<file path="src/rtl/dmabi_map.svh">
// Constants for the DMA bus interface and mode control
`ifndef DMABI_MAP_SVH
`define DMABI_MAP_SVH
// ---------------------------------------------------------------
// Timing
// ---------------------------------------------------------------
`define DMABI_START_LOW_CLKS 3'h4
// ---------------------------------------------------------------
// Exception codes (active low lines)
// ---------------------------------------------------------------
`define DMABI_BEC_NONE 3'h7
`define DMABI_BEC_HALT 3'h6
// ---------------------------------------------------------------
// Field positions and widths
// ---------------------------------------------------------------
`define DMABI_ADDR_HI_LSB 8
`define DMABI_IN_A_W 31
`define DMABI_IN_B_W 4
`define DMABI_BUF_W 16
`endif

</file>
<file path="src/rtl/dmabi_pkg.sv">
// Types for the DMA bus interface and mode control
package dmabi_pkg;
   typedef enum logic [1:0] {DMABI_IDLE, DMABI_HOST, DMABI_MASTER} dmabi_mode_t;
   typedef enum logic [2:0] {M_IDLE, M_REQ, M_WAIT, M_ADDR, M_DATA, M_END} dmabi_mst_t;
   typedef enum logic [1:0] {H_IDLE, H_STB, H_ACK} dmabi_hst_t;
endpackage

</file>
<file path="src/rtl/dmabi_top.sv">
// Bus-side interface and operating-mode control of the DMA controller
// Notes on behaviour
// - Always exactly one mode: host access, bus master or idle.
// - Host access while chip-selected or driving an interrupt vector.
// - Bus master mode while owning the bus for operand cycles.
// - Idle after reset; most bus controls three-stated.
// - Upper address shares data pins; strobes let outside logic separate them.
// - Low address pins select registers in host mode, carry address in bus master mode.
// - Function codes driven only during own bus cycles.
// - Chip select during own cycle ends it with an address error.
// - Address strobe is input in host mode, output in own cycles, watched in arbitration.
// - Upper address latch strobe floats outside bus master mode.
// - Ownership output asserted through bus master mode, floats otherwise.
// - Data direction and buffer enable float only in idle.
// - Upper byte route asserted for byte data on upper lanes; floats outside bus master mode.
// - Read/write is input in host mode, output as master, floats idle.
// - Byte strobes pick bytes and stand in for address bit zero.
// - Exception code and acknowledge inputs sampled on rising edges, other bus pins except the control line on falling edges.
// - Start pulse drives the control line low for four clocks.
// - Eight and sixteen bit ports; operands staged in internal buffer.
// - Cycle ends on acknowledge; earlier non-halt exception wins over it.
// - Acknowledge driven in host mode, floats in idle.
// - Take bus only after strobe and grant acknowledge go inactive.
// - Transfer complete pulses on normal end without exception.
`include "dmabi_map.svh"
module dmabi_top (
   // Clock and reset
   input wire logic clk,
   input wire logic sys_rst,
   // Multiplexed address and data
   input wire logic [15:0] ad_i,
   output logic [15:0] ad_o,
   output logic ad_oe,
   input wire logic [6:0] addr_lo_i,
   output logic [6:0] addr_lo_o,
   output logic addr_lo_oe,
   // Bus strobes
   input wire logic address_strobe_n_i,
   output logic address_strobe_n_o,
   output logic address_strobe_n_oe,
   input wire logic upper_byte_strobe_n_i,
   output logic upper_byte_strobe_n_o,
   input wire logic lower_byte_strobe_n_i,
   output logic lower_byte_strobe_n_o,
   output logic byte_strobe_oe,
   input wire logic rw_i,
   output logic rw_o,
   output logic rw_oe,
   input wire logic transfer_acknowledge_n_i,
   output logic transfer_acknowledge_n_o,
   output logic transfer_acknowledge_n_oe,
   // Demultiplex controls
   output logic upper_address_latch_strobe_n_o,
   output logic upper_address_latch_strobe_n_oe,
   output logic own_n_o,
   output logic own_n_oe,
   output logic data_direction_out_o,
   output logic data_direction_out_oe,
   output logic data_buffer_enable_out_n_o,
   output logic data_buffer_enable_out_n_oe,
   output logic upper_byte_route_n_o,
   output logic upper_byte_route_n_oe,
   output logic [2:0] function_code_out_o,
   output logic function_code_out_oe,
   output logic transfer_complete_out_n_o,
   output logic transfer_complete_out_n_oe,
   // Arbitration and select
   output logic bus_request_n_o,
   input wire logic bus_grant_in_n,
   input wire logic grant_acknowledge_n_i,
   output logic grant_acknowledge_n_o,
   output logic grant_acknowledge_n_oe,
   input wire logic chip_select_n,
   input wire logic interrupt_acknowledge_in_n,
   input wire logic [2:0] bus_exception_code_n,
   // Peripheral control line
   input wire logic peripheral_control_line_n_i,
   output logic peripheral_control_line_n_o,
   output logic peripheral_control_line_n_oe,
   input wire logic start_cfg,
   input wire logic start_trig,
   // Operand cycle requests
   input wire logic req_valid,
   output logic req_ready,
   input wire logic [23:1] req_addr,
   input wire logic req_write,
   input wire logic [2:0] req_fc,
   input wire logic req_upper,
   input wire logic req_lower,
   input wire logic req_upper_byte_route,
   input wire logic [15:0] req_wdata,
   output logic cyc_done,
   output logic bus_err,
   output logic addr_err,
   // Read data out
   output logic rd_valid,
   input wire logic rd_ready,
   output logic [15:0] rd_data,
   // Register access
   output logic reg_stb,
   output logic reg_write,
   output logic reg_interrupt_acknowledge_in,
   output logic [7:0] reg_addr,
   output logic [15:0] reg_wdata,
   input wire logic [15:0] reg_rdata,
   input wire logic vec_pending,
   // Status
   output dmabi_pkg::dmabi_mode_t mode
);
   // ---------------------------------------------------------------
   // Input sampling
   // ---------------------------------------------------------------
   logic [`DMABI_IN_A_W-1:0] in_a_s;
   logic [`DMABI_IN_B_W-1:0] in_b_s;
   dmabi_sync #(.W(`DMABI_IN_A_W), .FALL(1'b1)) u_sync_a (
      .clk(clk),
      .sys_rst(sys_rst),
      .pin_i({bus_grant_in_n, grant_acknowledge_n_i, chip_select_n,
              interrupt_acknowledge_in_n, address_strobe_n_i, upper_byte_strobe_n_i,
              lower_byte_strobe_n_i, rw_i, addr_lo_i, ad_i}),
      .sync_o(in_a_s)
   );
   dmabi_sync #(.W(`DMABI_IN_B_W), .FALL(1'b0)) u_sync_b (
      .clk(clk),
      .sys_rst(sys_rst),
      .pin_i({bus_exception_code_n, transfer_acknowledge_n_i}),
      .sync_o(in_b_s)
   );
   wire bg_s = in_a_s[30];
   wire grant_acknowledge_s = in_a_s[29];
   wire cs_s = in_a_s[28];
   wire interrupt_acknowledge_in_s = in_a_s[27];
   wire as_s = in_a_s[26];
   wire uds_s = in_a_s[25];
   wire lds_s = in_a_s[24];
   wire rw_s = in_a_s[23];
   wire [6:0] alo_s = in_a_s[22:16];
   wire [15:0] ad_s = in_a_s[15:0];
   wire [2:0] bec_s = in_b_s[3:1];
   wire transfer_acknowledge_s = in_b_s[0];

   function automatic logic exc_taken(input logic [2:0] code);
      exc_taken = (code != `DMABI_BEC_NONE) && (code != `DMABI_BEC_HALT);
   endfunction

   // ---------------------------------------------------------------
   // Host access sequencer
   // ---------------------------------------------------------------
   dmabi_pkg::dmabi_hst_t h_st_q, h_st_d;
   dmabi_pkg::dmabi_mst_t m_st_q, m_st_d;
   wire m_owns = (m_st_q == dmabi_pkg::M_ADDR) || (m_st_q == dmabi_pkg::M_DATA) ||
                 (m_st_q == dmabi_pkg::M_END);
   wire host_go = !as_s && (!cs_s || (!interrupt_acknowledge_in_s && vec_pending)) && !m_owns;
   always_comb begin
      h_st_d = h_st_q;
      case (h_st_q)
         dmabi_pkg::H_IDLE: if (host_go) h_st_d = dmabi_pkg::H_STB;
         dmabi_pkg::H_STB: h_st_d = dmabi_pkg::H_ACK;
         dmabi_pkg::H_ACK: if (as_s) h_st_d = dmabi_pkg::H_IDLE;
         default: h_st_d = dmabi_pkg::H_IDLE;
      endcase
   end
   wire h_busy_d = h_st_d != dmabi_pkg::H_IDLE;
   wire h_ack_d = h_st_d == dmabi_pkg::H_ACK;
   wire h_rd = rw_s;

   // ---------------------------------------------------------------
   // Bus master sequencer
   // ---------------------------------------------------------------
   logic [23:1] cyc_addr_q;
   logic [15:0] cyc_wdata_q;
   logic [2:0] cyc_fc_q;
   logic cyc_wr_q, cyc_up_q, cyc_lo_q, cyc_hib_q;
   logic buf_ready;
   wire take = req_valid && req_ready && (m_st_q == dmabi_pkg::M_IDLE);
   wire in_data = m_st_q == dmabi_pkg::M_DATA;
   wire self_sel = in_data && !cs_s;
   wire exc_end = in_data && cs_s && exc_taken(bec_s);
   wire ok_end = in_data && cs_s && !exc_taken(bec_s) && !transfer_acknowledge_s;
   always_comb begin
      m_st_d = m_st_q;
      case (m_st_q)
         dmabi_pkg::M_IDLE: if (take) m_st_d = dmabi_pkg::M_REQ;
         dmabi_pkg::M_REQ: if (!bg_s) m_st_d = dmabi_pkg::M_WAIT;
         // Wait for previous master to let go
         dmabi_pkg::M_WAIT: if (as_s && grant_acknowledge_s && h_st_q == dmabi_pkg::H_IDLE && !host_go)
            m_st_d = dmabi_pkg::M_ADDR;
         dmabi_pkg::M_ADDR: m_st_d = dmabi_pkg::M_DATA;
         dmabi_pkg::M_DATA: if (self_sel || exc_end || ok_end) m_st_d = dmabi_pkg::M_END;
         dmabi_pkg::M_END: m_st_d = dmabi_pkg::M_IDLE;
         default: m_st_d = dmabi_pkg::M_IDLE;
      endcase
   end
   // Owning states form bus master mode
   wire own_d = (m_st_d == dmabi_pkg::M_ADDR) || (m_st_d == dmabi_pkg::M_DATA) ||
                (m_st_d == dmabi_pkg::M_END);
   wire adr_d = m_st_d == dmabi_pkg::M_ADDR;
   wire dat_d = m_st_d == dmabi_pkg::M_DATA;
   // One mode from the two sequencers
   wire dmabi_pkg::dmabi_mode_t mode_d = own_d ? dmabi_pkg::DMABI_MASTER :
      h_busy_d ? dmabi_pkg::DMABI_HOST : dmabi_pkg::DMABI_IDLE;
   // Upper address then data on shared pins
   wire [15:0] ad_d = adr_d ? cyc_addr_q[23:`DMABI_ADDR_HI_LSB] :
                      dat_d ? cyc_wdata_q : reg_rdata;
   wire ad_oe_d = adr_d || (dat_d && cyc_wr_q) || (h_ack_d && h_rd);
   // Buffer controls serve both active modes
   wire data_buffer_enable_out_d = !((dat_d) || h_ack_d);
   wire data_direction_out_d = own_d ? cyc_wr_q : h_rd;

   // ---------------------------------------------------------------
   // Start pulse
   // ---------------------------------------------------------------
   logic [2:0] start_cnt_q;

   // ---------------------------------------------------------------
   // State and request capture
   // ---------------------------------------------------------------
   // Reset lands in idle with nothing pending
   always_ff @(posedge clk) begin
      if (sys_rst) begin
         m_st_q <= dmabi_pkg::M_IDLE;
         h_st_q <= dmabi_pkg::H_IDLE;
      end else begin
         m_st_q <= m_st_d;
         h_st_q <= h_st_d;
      end
   end
   always_ff @(posedge clk) begin
      if (take) begin
         cyc_addr_q <= req_addr;
         cyc_wdata_q <= req_wdata;
         cyc_fc_q <= req_fc;
         cyc_wr_q <= req_write;
         cyc_up_q <= req_upper;
         cyc_lo_q <= req_lower;
         cyc_hib_q <= req_upper_byte_route;
      end
   end
   // Read requests wait for buffer room so no word is dropped
   always_ff @(posedge clk) begin
      if (sys_rst) req_ready <= 1'b0;
      else req_ready <= (m_st_d == dmabi_pkg::M_IDLE) && !take && buf_ready && !h_busy_d;
   end

   // ---------------------------------------------------------------
   // Pin drivers
   // ---------------------------------------------------------------
   always_ff @(posedge clk) begin
      if (sys_rst) begin
         mode <= dmabi_pkg::DMABI_IDLE;
         ad_oe <= 1'b0;
         addr_lo_oe <= 1'b0;
         address_strobe_n_oe <= 1'b0;
         byte_strobe_oe <= 1'b0;
         rw_oe <= 1'b0;
         transfer_acknowledge_n_oe <= 1'b0;
         upper_address_latch_strobe_n_oe <= 1'b0;
         own_n_oe <= 1'b0;
         data_direction_out_oe <= 1'b0;
         data_buffer_enable_out_n_oe <= 1'b0;
         upper_byte_route_n_oe <= 1'b0;
         function_code_out_oe <= 1'b0;
         transfer_complete_out_n_oe <= 1'b0;
         grant_acknowledge_n_oe <= 1'b0;
      end else begin
         mode <= mode_d;
         ad_oe <= ad_oe_d;
         // Low address out only while master
         addr_lo_oe <= own_d;
         // Strobes are outputs only in own cycles
         address_strobe_n_oe <= own_d;
         byte_strobe_oe <= own_d;
         // Direction line output as master only
         rw_oe <= own_d;
         // Acknowledge line owned in host mode
         transfer_acknowledge_n_oe <= h_busy_d;
         upper_address_latch_strobe_n_oe <= own_d;
         own_n_oe <= own_d;
         data_direction_out_oe <= own_d || h_busy_d;
         data_buffer_enable_out_n_oe <= own_d || h_busy_d;
         // Route line floats outside master mode
         upper_byte_route_n_oe <= own_d;
         // Codes only during own address and data phases
         function_code_out_oe <= adr_d || dat_d;
         transfer_complete_out_n_oe <= own_d;
         grant_acknowledge_n_oe <= own_d;
      end
   end
   always_ff @(posedge clk) begin
      if (sys_rst) begin
         ad_o <= 16'h0000;
         addr_lo_o <= 7'h00;
         address_strobe_n_o <= 1'b1;
         upper_byte_strobe_n_o <= 1'b1;
         lower_byte_strobe_n_o <= 1'b1;
         rw_o <= 1'b1;
         transfer_acknowledge_n_o <= 1'b1;
         upper_address_latch_strobe_n_o <= 1'b1;
         own_n_o <= 1'b1;
         data_direction_out_o <= 1'b0;
         data_buffer_enable_out_n_o <= 1'b1;
         upper_byte_route_n_o <= 1'b1;
         function_code_out_o <= 3'h0;
         transfer_complete_out_n_o <= 1'b1;
         grant_acknowledge_n_o <= 1'b1;
         bus_request_n_o <= 1'b1;
      end else begin
         ad_o <= ad_d;
         addr_lo_o <= cyc_addr_q[7:1];
         address_strobe_n_o <= !(adr_d || dat_d);
         upper_byte_strobe_n_o <= !(dat_d && cyc_up_q);
         lower_byte_strobe_n_o <= !(dat_d && cyc_lo_q);
         rw_o <= !cyc_wr_q;
         transfer_acknowledge_n_o <= !h_ack_d;
         upper_address_latch_strobe_n_o <= !adr_d;
         own_n_o <= !own_d;
         data_direction_out_o <= data_direction_out_d;
         data_buffer_enable_out_n_o <= data_buffer_enable_out_d;
         // Byte on upper lanes is routed down
         upper_byte_route_n_o <= !(dat_d && cyc_hib_q);
         function_code_out_o <= cyc_fc_q;
         transfer_complete_out_n_o <= !ok_end;
         grant_acknowledge_n_o <= !own_d;
         bus_request_n_o <= !((m_st_d == dmabi_pkg::M_REQ) || (m_st_d == dmabi_pkg::M_WAIT));
      end
   end

   // ---------------------------------------------------------------
   // Cycle results and register access
   // ---------------------------------------------------------------
   always_ff @(posedge clk) begin
      if (sys_rst) begin
         cyc_done <= 1'b0;
         bus_err <= 1'b0;
         addr_err <= 1'b0;
         reg_stb <= 1'b0;
      end else begin
         cyc_done <= ok_end;
         bus_err <= exc_end;
         addr_err <= self_sel;
         reg_stb <= (h_st_q == dmabi_pkg::H_IDLE) && host_go;
      end
   end
   always_ff @(posedge clk) begin
      if (sys_rst) begin
         reg_write <= 1'b0;
         reg_interrupt_acknowledge_in <= 1'b0;
         reg_addr <= 8'h00;
         reg_wdata <= 16'h0000;
      end else if ((h_st_q == dmabi_pkg::H_IDLE) && host_go) begin
         reg_write <= !rw_s;
         reg_interrupt_acknowledge_in <= cs_s;
         // Only lower strobe means odd byte
         reg_addr <= {alo_s, uds_s && !lds_s};
         reg_wdata <= ad_s;
      end
   end
   // Start pulse held low four clocks
   always_ff @(posedge clk) begin
      if (sys_rst) start_cnt_q <= 3'h0;
      else if (start_cfg && start_trig && start_cnt_q == 3'h0) start_cnt_q <= `DMABI_START_LOW_CLKS;
      else if (start_cnt_q != 3'h0) start_cnt_q <= start_cnt_q - 3'h1;
   end
   always_ff @(posedge clk) begin
      if (sys_rst) begin
         peripheral_control_line_n_o <= 1'b1;
         peripheral_control_line_n_oe <= 1'b0;
      end else begin
         peripheral_control_line_n_o <= !((start_cfg && start_trig && start_cnt_q == 3'h0) ||
                                          start_cnt_q > 3'h1);
         peripheral_control_line_n_oe <= start_cfg;
      end
   end
   dmabi_skid #(.W(`DMABI_BUF_W)) u_buf (
      .clk(clk),
      .sys_rst(sys_rst),
      .in_valid(ok_end && !cyc_wr_q),
      .in_ready(buf_ready),
      .in_data(ad_s),
      .out_valid(rd_valid),
      .out_ready(rd_ready),
      .out_data(rd_data)
   );
endmodule

</file>
<file path="src/rtl/dmabi_sync.sv">
// Two-stage pin synchroniser, first stage on either clock edge
module dmabi_sync #(
   parameter int W = 1,
   parameter bit FALL = 1'b0
) (
   // Clock and reset
   input wire logic clk,
   input wire logic sys_rst,
   // Pins in, synchronised out
   input wire logic [W-1:0] pin_i,
   output logic [W-1:0] sync_o
);
   logic [W-1:0] meta_q;
   // ---------------------------------------------------------------
   // First stage, read only by the second
   // ---------------------------------------------------------------
   generate
      if (FALL) begin : g_fall
         always_ff @(negedge clk) begin
            if (sys_rst) meta_q <= '1;
            else meta_q <= pin_i;
         end
      end else begin : g_rise
         always_ff @(posedge clk) begin
            if (sys_rst) meta_q <= '1;
            else meta_q <= pin_i;
         end
      end
   endgenerate
   always_ff @(posedge clk) begin
      if (sys_rst) sync_o <= '1;
      else sync_o <= meta_q;
   end
endmodule

</file>
<file path="src/rtl/dmabi_skid.sv">
// Two-entry buffer with valid and ready on both sides
module dmabi_skid #(
   parameter int W = 16
) (
   // Clock and reset
   input wire logic clk,
   input wire logic sys_rst,
   // Fill side
   input wire logic in_valid,
   output logic in_ready,
   input wire logic [W-1:0] in_data,
   // Drain side
   output logic out_valid,
   input wire logic out_ready,
   output logic [W-1:0] out_data
);
   logic [W-1:0] mem_q [2];
   logic [1:0] v_q;
   wire push = in_valid && !v_q[1];
   wire pop = v_q[0] && out_ready;
   assign in_ready = !v_q[1];
   assign out_valid = v_q[0];
   assign out_data = mem_q[0];
   // ---------------------------------------------------------------
   // Head always in entry zero
   // ---------------------------------------------------------------
   always_ff @(posedge clk) begin
      if (sys_rst) begin
         v_q <= 2'h0;
      end else if (pop && v_q[1]) begin
         mem_q[0] <= mem_q[1];
         if (push) mem_q[1] <= in_data;
         v_q[1] <= push;
      end else if (pop) begin
         if (push) mem_q[0] <= in_data;
         v_q[0] <= push;
      end else if (push && !v_q[0]) begin
         mem_q[0] <= in_data;
         v_q[0] <= 1'b1;
      end else if (push) begin
         mem_q[1] <= in_data;
         v_q[1] <= 1'b1;
      end
   end
endmodule

</file>
<file path="config.mk">
export PLATFORM = sky130hd
export DESIGN_NAME = dmabi_top
export DESIGN_NICKNAME = d
export VERILOG_FILES = /design/src/rtl/dmabi_pkg.sv /design/src/rtl/dmabi_top.sv /design/src/rtl/dmabi_sync.sv /design/src/rtl/dmabi_skid.sv
export VERILOG_INCLUDE_DIRS = /design/src /design/src/rtl
export SDC_FILE = /design/constraint.sdc
export NUM_CORES = 1
export LEC_CHECK = 0
export BUFFER_PORTS_ARGS = -buffer_cell sky130_fd_sc_hd__buf_2
export CELL_PAD_IN_SITES_DETAIL_PLACEMENT = 0
export CELL_PAD_IN_SITES_GLOBAL_PLACEMENT = 1
export CORE_ASPECT_RATIO = 0.7
export CORE_UTILIZATION = 32
export DETAILED_ROUTE_END_ITERATION = 10
export PLACE_DENSITY_LB_ADDON = 0.1
export SLEW_MARGIN = 20
export SYNTH_ARGS = -nofsm -noshare
export SYNTH_HDL_FRONTEND = slang
export SYNTH_SLANG_ARGS = --single-unit
</file>
<file path="constraint.sdc">
create_clock -name clk -period 10.3 [get_ports clk]
set_input_delay 2.06 -clock clk [delete_from_list [all_inputs] [get_ports clk]]
set_output_delay 2.06 -clock clk [all_outputs]
set_load 0.005 [all_outputs]
</file>
# Yosys cells after proc, flatten, opt, wreduce, memory -nomap -nowiden
# Memory sizes are Yosys's and may differ from the RTL's.
# Cells that the tools add are included.
word_totals:
  regBits: 204
  ramBits: 32
  mem_count: 1
classes:
  n_bitwise: 4
  n_addsub: 1
  reduce_logical: 83
  muxes: 48
  n_eq_ne: 17
  order_cmp: 1
mem_list:
  columns: ["memory", "depth", "width", "read_ports", "rd_ports_with_merged_regs", "wr", "line", "source"]
  rows:
  - ["u_buf.mem_q", 2, 16, 2, 0, 1, "dmabi_skid.sv:17", "logic [W-1:0] mem_q [2];"]
op_table:
  columns: ["cell", "n"]
  rows:
  - ["16-bit two-way mux", 6]
  - ["1-bit logical AND", 31]
  - ["1-bit two-way mux", 31]
  - ["1-bit zero test", 25]
  - ["3-bit two-way mux", 6]
  - ["16-bit OR reduction", 1]
  - ["3-bit one-hot mux with 5 select lines", 1]
  - ["1-bit logical OR", 13]
  - ["3-bit by 2-bit equality test with 1-bit output, second input constant", 4]
  - ["3-bit equality test, second input constant", 4]
  - ["3-bit zero test", 3]
  - ["2-bit nonzero test", 4]
  - ["3-bit by 1-bit equality test with 1-bit output, second input constant", 2]
  - ["2-bit two-way mux", 3]
  - ["3-bit inequality test, second input constant", 2]
  - ["2-bit one-hot mux with 3 select lines", 1]
  - ["2-bit equality test, second input constant", 2]
  - ["2-bit OR reduction", 2]
  - ["3-bit by 1-bit > comparator with 1-bit output, second input constant", 1]
  - ["1-bit bitwise OR", 3]
  - ["3-bit AND reduction", 1]
  - ["3-bit nonzero test", 1]
  - ["3-bit by 1-bit subtractor with 3-bit output, second input constant", 1]
  - ["2-bit by 1-bit equality test with 1-bit output, second input constant", 1]
  - ["other kinds (5)", 5]

# Depth between registers and ports, before layout
depth:
  ltp_word: 16
  mapped_depth: 7

# Hierarchy
# A second synthesis with hierarchy kept.
hier_totals:
  cells_unflattened: 592
  area_unflattened_um2: 7852.5
modules_own_cells:
  columns: ["module", "n_inst", "seq_area_each_um2", "cells_each", "area_per_inst_um2"]
  rows:
  - ["dmabi_top", 1, 3083.0, 367, 4540.6]
  - ["dmabi_sync at u_sync_a", 1, 1241.2, 131, 1662.8]
  - ["dmabi_skid", 1, 1001.0, 78, 1438.9]
  - ["dmabi_sync at u_sync_b", 1, 160.2, 16, 210.2]

==> impl_metrics.csv <==
group,metric,value,unit
global_route,grt_pass1_wl,27920,um
clocking,cts_resized,0,
yosys,synth_seq_cells,233,
floorplan,core_area,24680,um2
floorplan,die_w,191.4,um
clocking,cts_buffers,25,
routing,drt-initial-drc-count,132,
routing,vias,5244,
yosys,yosysTopAreaCell,"dfxtp_1",
clocking,cts_tree,"yes",
worst_setup_path,crit_type,"input port to flip-flop",
global_route,grt_max_degree,97,
sta,finalSetupTns,0,ns
yosys,ys_types,51,
min_path,hp-class,"flip-flop to flip-flop",
clocking,clock-root-buffer,"clkbuf_16",
job,maxCapViolCount,0,
finish,finish.utilization,41.62,%
worst_setup_path,worstPathRequired,5.66,ns
floorplan,dieArea,25770,um2
sta,grt_setup_unrepaired,"no",
yosys,ys_warn_count,0,
yosys,yosysSeqAreaShare,67.74,%
floorplan,io_pins,210,
worst_setup_path,crit_path_start_kind,"input port",
finish,stdcell_count,1208,
sta,max_slew_margin,31.39,%
yosys,synth_top_area_share,38.60,%
worst_setup_path,regToRegSetupSlack,4.43,ns
power_and_ir_drop,ir_drop,0.1178,mV
global_route,grt_usage,13.91,%
yosys,synth_edf_count,78,
yosys,synth_ff_type,"dfxtp_1",
worst_setup_path,rr_endpoint,"u_sync_a.sync_o[9]$_SDFF_PP1_",
clocking,clk_path_buf_depth,3,
place,hpwl,12100,um
min_path,hold_path_end,"u_sync_b.sync_o[3]$_SDFF_PP1_",
finish,nets,972,
global_route,grt_pass1_vias,5292,
clocking,path_clk_slew,0.06,ns
sta,worst_slew_pin_slew,1.029,ns
sta,setup_slack,2.347,ns
sta,setup_viol,0,
yosys,synthTopCellsByArea,"dfxtp_1 39%, edfxtp_1 29%, or2_2 5.5%",
routing,drt.antenna.violating_nets,0,
place,post-place-ws,1.738,ns
yosys,synth_cells,653,
sta,slew_viol_final,0,
yosys,avgSynthCellArea,12.31,um2
routing,wl,17980,um
routing,wl_per_cell,14.88,um
clocking,cts_hold_buf,0,
global_route,antenna_found_initial,1,
routing,vias_per_cell,4.341,
power_and_ir_drop,p_leak,4.427,nW
yosys,synthArstFlopShare,0,%
min_path,whs_path_depth,1,
min_path,min_from,"u_sync_b.meta_q[3]$_SDFF_PP1_",
worst_setup_path,cp_max_fo,96,
floorplan,die_h,134.6,um
finish,area_growth,27.80,%
sta,fin_worst_skew,0.05959,ns
worst_setup_path,ff2ff_path_depth,1,
floorplan,rows,48,
yosys,syn-num-nets,761,
status,outcome,"finished clean",
clocking,clk_latency,0.56,ns
worst_setup_path,r2r_start,"u_sync_a.meta_q[9]$_SDFF_NP1_",
clocking,cts_setup_buffers,0,
power_and_ir_drop,p_per_area,211.8,nW/um2
place,gp_congestion,0.7114,
finish,drive_above_1_share,40.36,%
floorplan,start_util,32.57,%
routing,drc_errors,0,
clocking,clkSinkCount,233,
worst_setup_path,crit_arrival,3.31,ns
worst_setup_path,end_kind,"flip-flop",
yosys,synth_area,8039,um2
global_route,grt-ovfl-total,0,
sta,hold_violations,0,
routing,dr.pass1.iters,6,
clocking,cts_max_level,1,
place,port_buffers,207,
place,placedCellCount,1131,
==> stage by stage <==
stage	instance area, um2	hold WS (ns)	total power, W
2_1_floorplan	8039	0.3895	0.001128
3_3_place_gp	9194	0.4001	0.001178
3_5_place_dp	9194	0.3928	0.001184
4_1_cts	10250	0.4077	0.002211
5_1_grt	10270	0.4202	0.002280
6_report	10270	0.4061	0.002176
==> cells in the final DEF, fill, tap and decap left out, drive strengths merged, types with 2 or more instances in the layout <==
master	instances
a211oi	5
a21oi	34
a221oi	2
a31oi	2
buf	216
bufinv	3
clkbuf	36
clkinv	5
dfxtp	155
edfxtp	78
ha	3
inv	54
mux2	17
mux2i	17
nand2	56
nand2b	4
nand3	21
nor2	24
nor2b	14
nor3	24
nor3b	3
o21ai	3
o21bai	2
o221ai	15
or2	71
or3	2
==> critical path, stage by stage <==
cell   delay, ns
buf_4       0.67
buf_4       0.39
or2_2       0.16
==> registers in the layout, indices dropped and copies added (netlist names), 7 cells and up <==
name / flops
u_sync_a.sync_o: 31
ad_o: 16
addr_lo_o: 7
cyc_wdata_q: 16
reg_wdata: 16
reg_addr: 8
u_buf.mem_q: 32
u_sync_a.meta_q: 31
cyc_addr_q: 23
==> cells in the mapped netlist (2+ instances only) <==
cell type    n
nor3_1      23
nand2_1     55
o21ai_0      2
buf_4       29
or2_2       71
o21bai_1     2
nor2b_1     14
nor3b_2      2
mux2_4      10
edfxtp_1    78
ha_1         3
a221oi_1     2
mux2i_1     17
o221ai_1    15
nand2b_1     4
a211oi_1     5
buf_1        2
buf_2        7
nand3_1     21
inv_1       22
a21oi_1     34
dfxtp_1    155
mux2_2       7
clkbuf_1    22
a31oi_1      2
nor2_1      24
==> power breakdown <==
| group | internal (W) | switching (W) |
|---|---|---|
| logic | 0.0000610 | 0.0000681 |
| registers | 0.000996 | 0.0000195 |
| clock network | 0.000647 | 0.000384 |
==> area by class of cell <==
| class | instances | area [um2] |
|---|---|---|
| Sequential cell | 233 | 5445 |
| Inverter | 22 | 82.58 |
| Timing Repair Buffer | 216 | 1110 |
| Multi-Input combinational cell | 335 | 2166 |
| Clock buffer | 36 | 824.5 |
| Fill cell | 2385 | 14410 |
| Clock inverter | 40 | 236.5 |
| Antenna cell | 1 | 2.502 |
| Tap cell | 325 | 406.6 |
==> cell families (layout without fill, tap and decap cells) <==
| logic type | count (synthesis) | count (layout) | share of synthesized area [%] |
|---|---|---|---|
| flip-flops | 233 | 233 | 67.74 |
| AO/OA/AOI/OAI | 72 | 72 | 6.195 |
| adder cells (fa/ha/maj) | 3 | 3 | 0.4670 |
| multiplexers | 34 | 34 | 4.965 |
| other | 0 | 1 | 0 |
| AND/OR/NAND/NOR | 226 | 226 | 15.10 |
| buffers and inverters | 85 | 314 | 5.541 |
==> worst max path at each step <==
stage | slack (ns) | startpoint | to
5_1_grt | 2.23 | sys_rst | u_sync_a.meta_q[13]$_SDFF_NP1_
4_1_cts | 2.32 | sys_rst | u_sync_a.meta_q[10]$_SDFF_NP1_
3_3_place_gp | 1.77 | sys_rst | u_sync_a.meta_q[12]$_SDFF_NP1_
2_1_floorplan | 2.33 | sys_rst | u_sync_a.meta_q[30]$_SDFF_NP1_
3_5_place_dp | 1.74 | sys_rst | u_sync_a.meta_q[16]$_SDFF_NP1_
6_report | 2.35 | sys_rst | u_sync_a.meta_q[18]$_SDFF_NP1_
==> per-layer routing <==
layer | part of all wire (%) | GRT usage, %
met1 | 45 | 18.72
met2 | 44 | 21.48
met3 | 8.9 | 4.184
met4 | 2.4 | 4.277
met5 | 0 | 0
(Power assumes the default switching activity.)
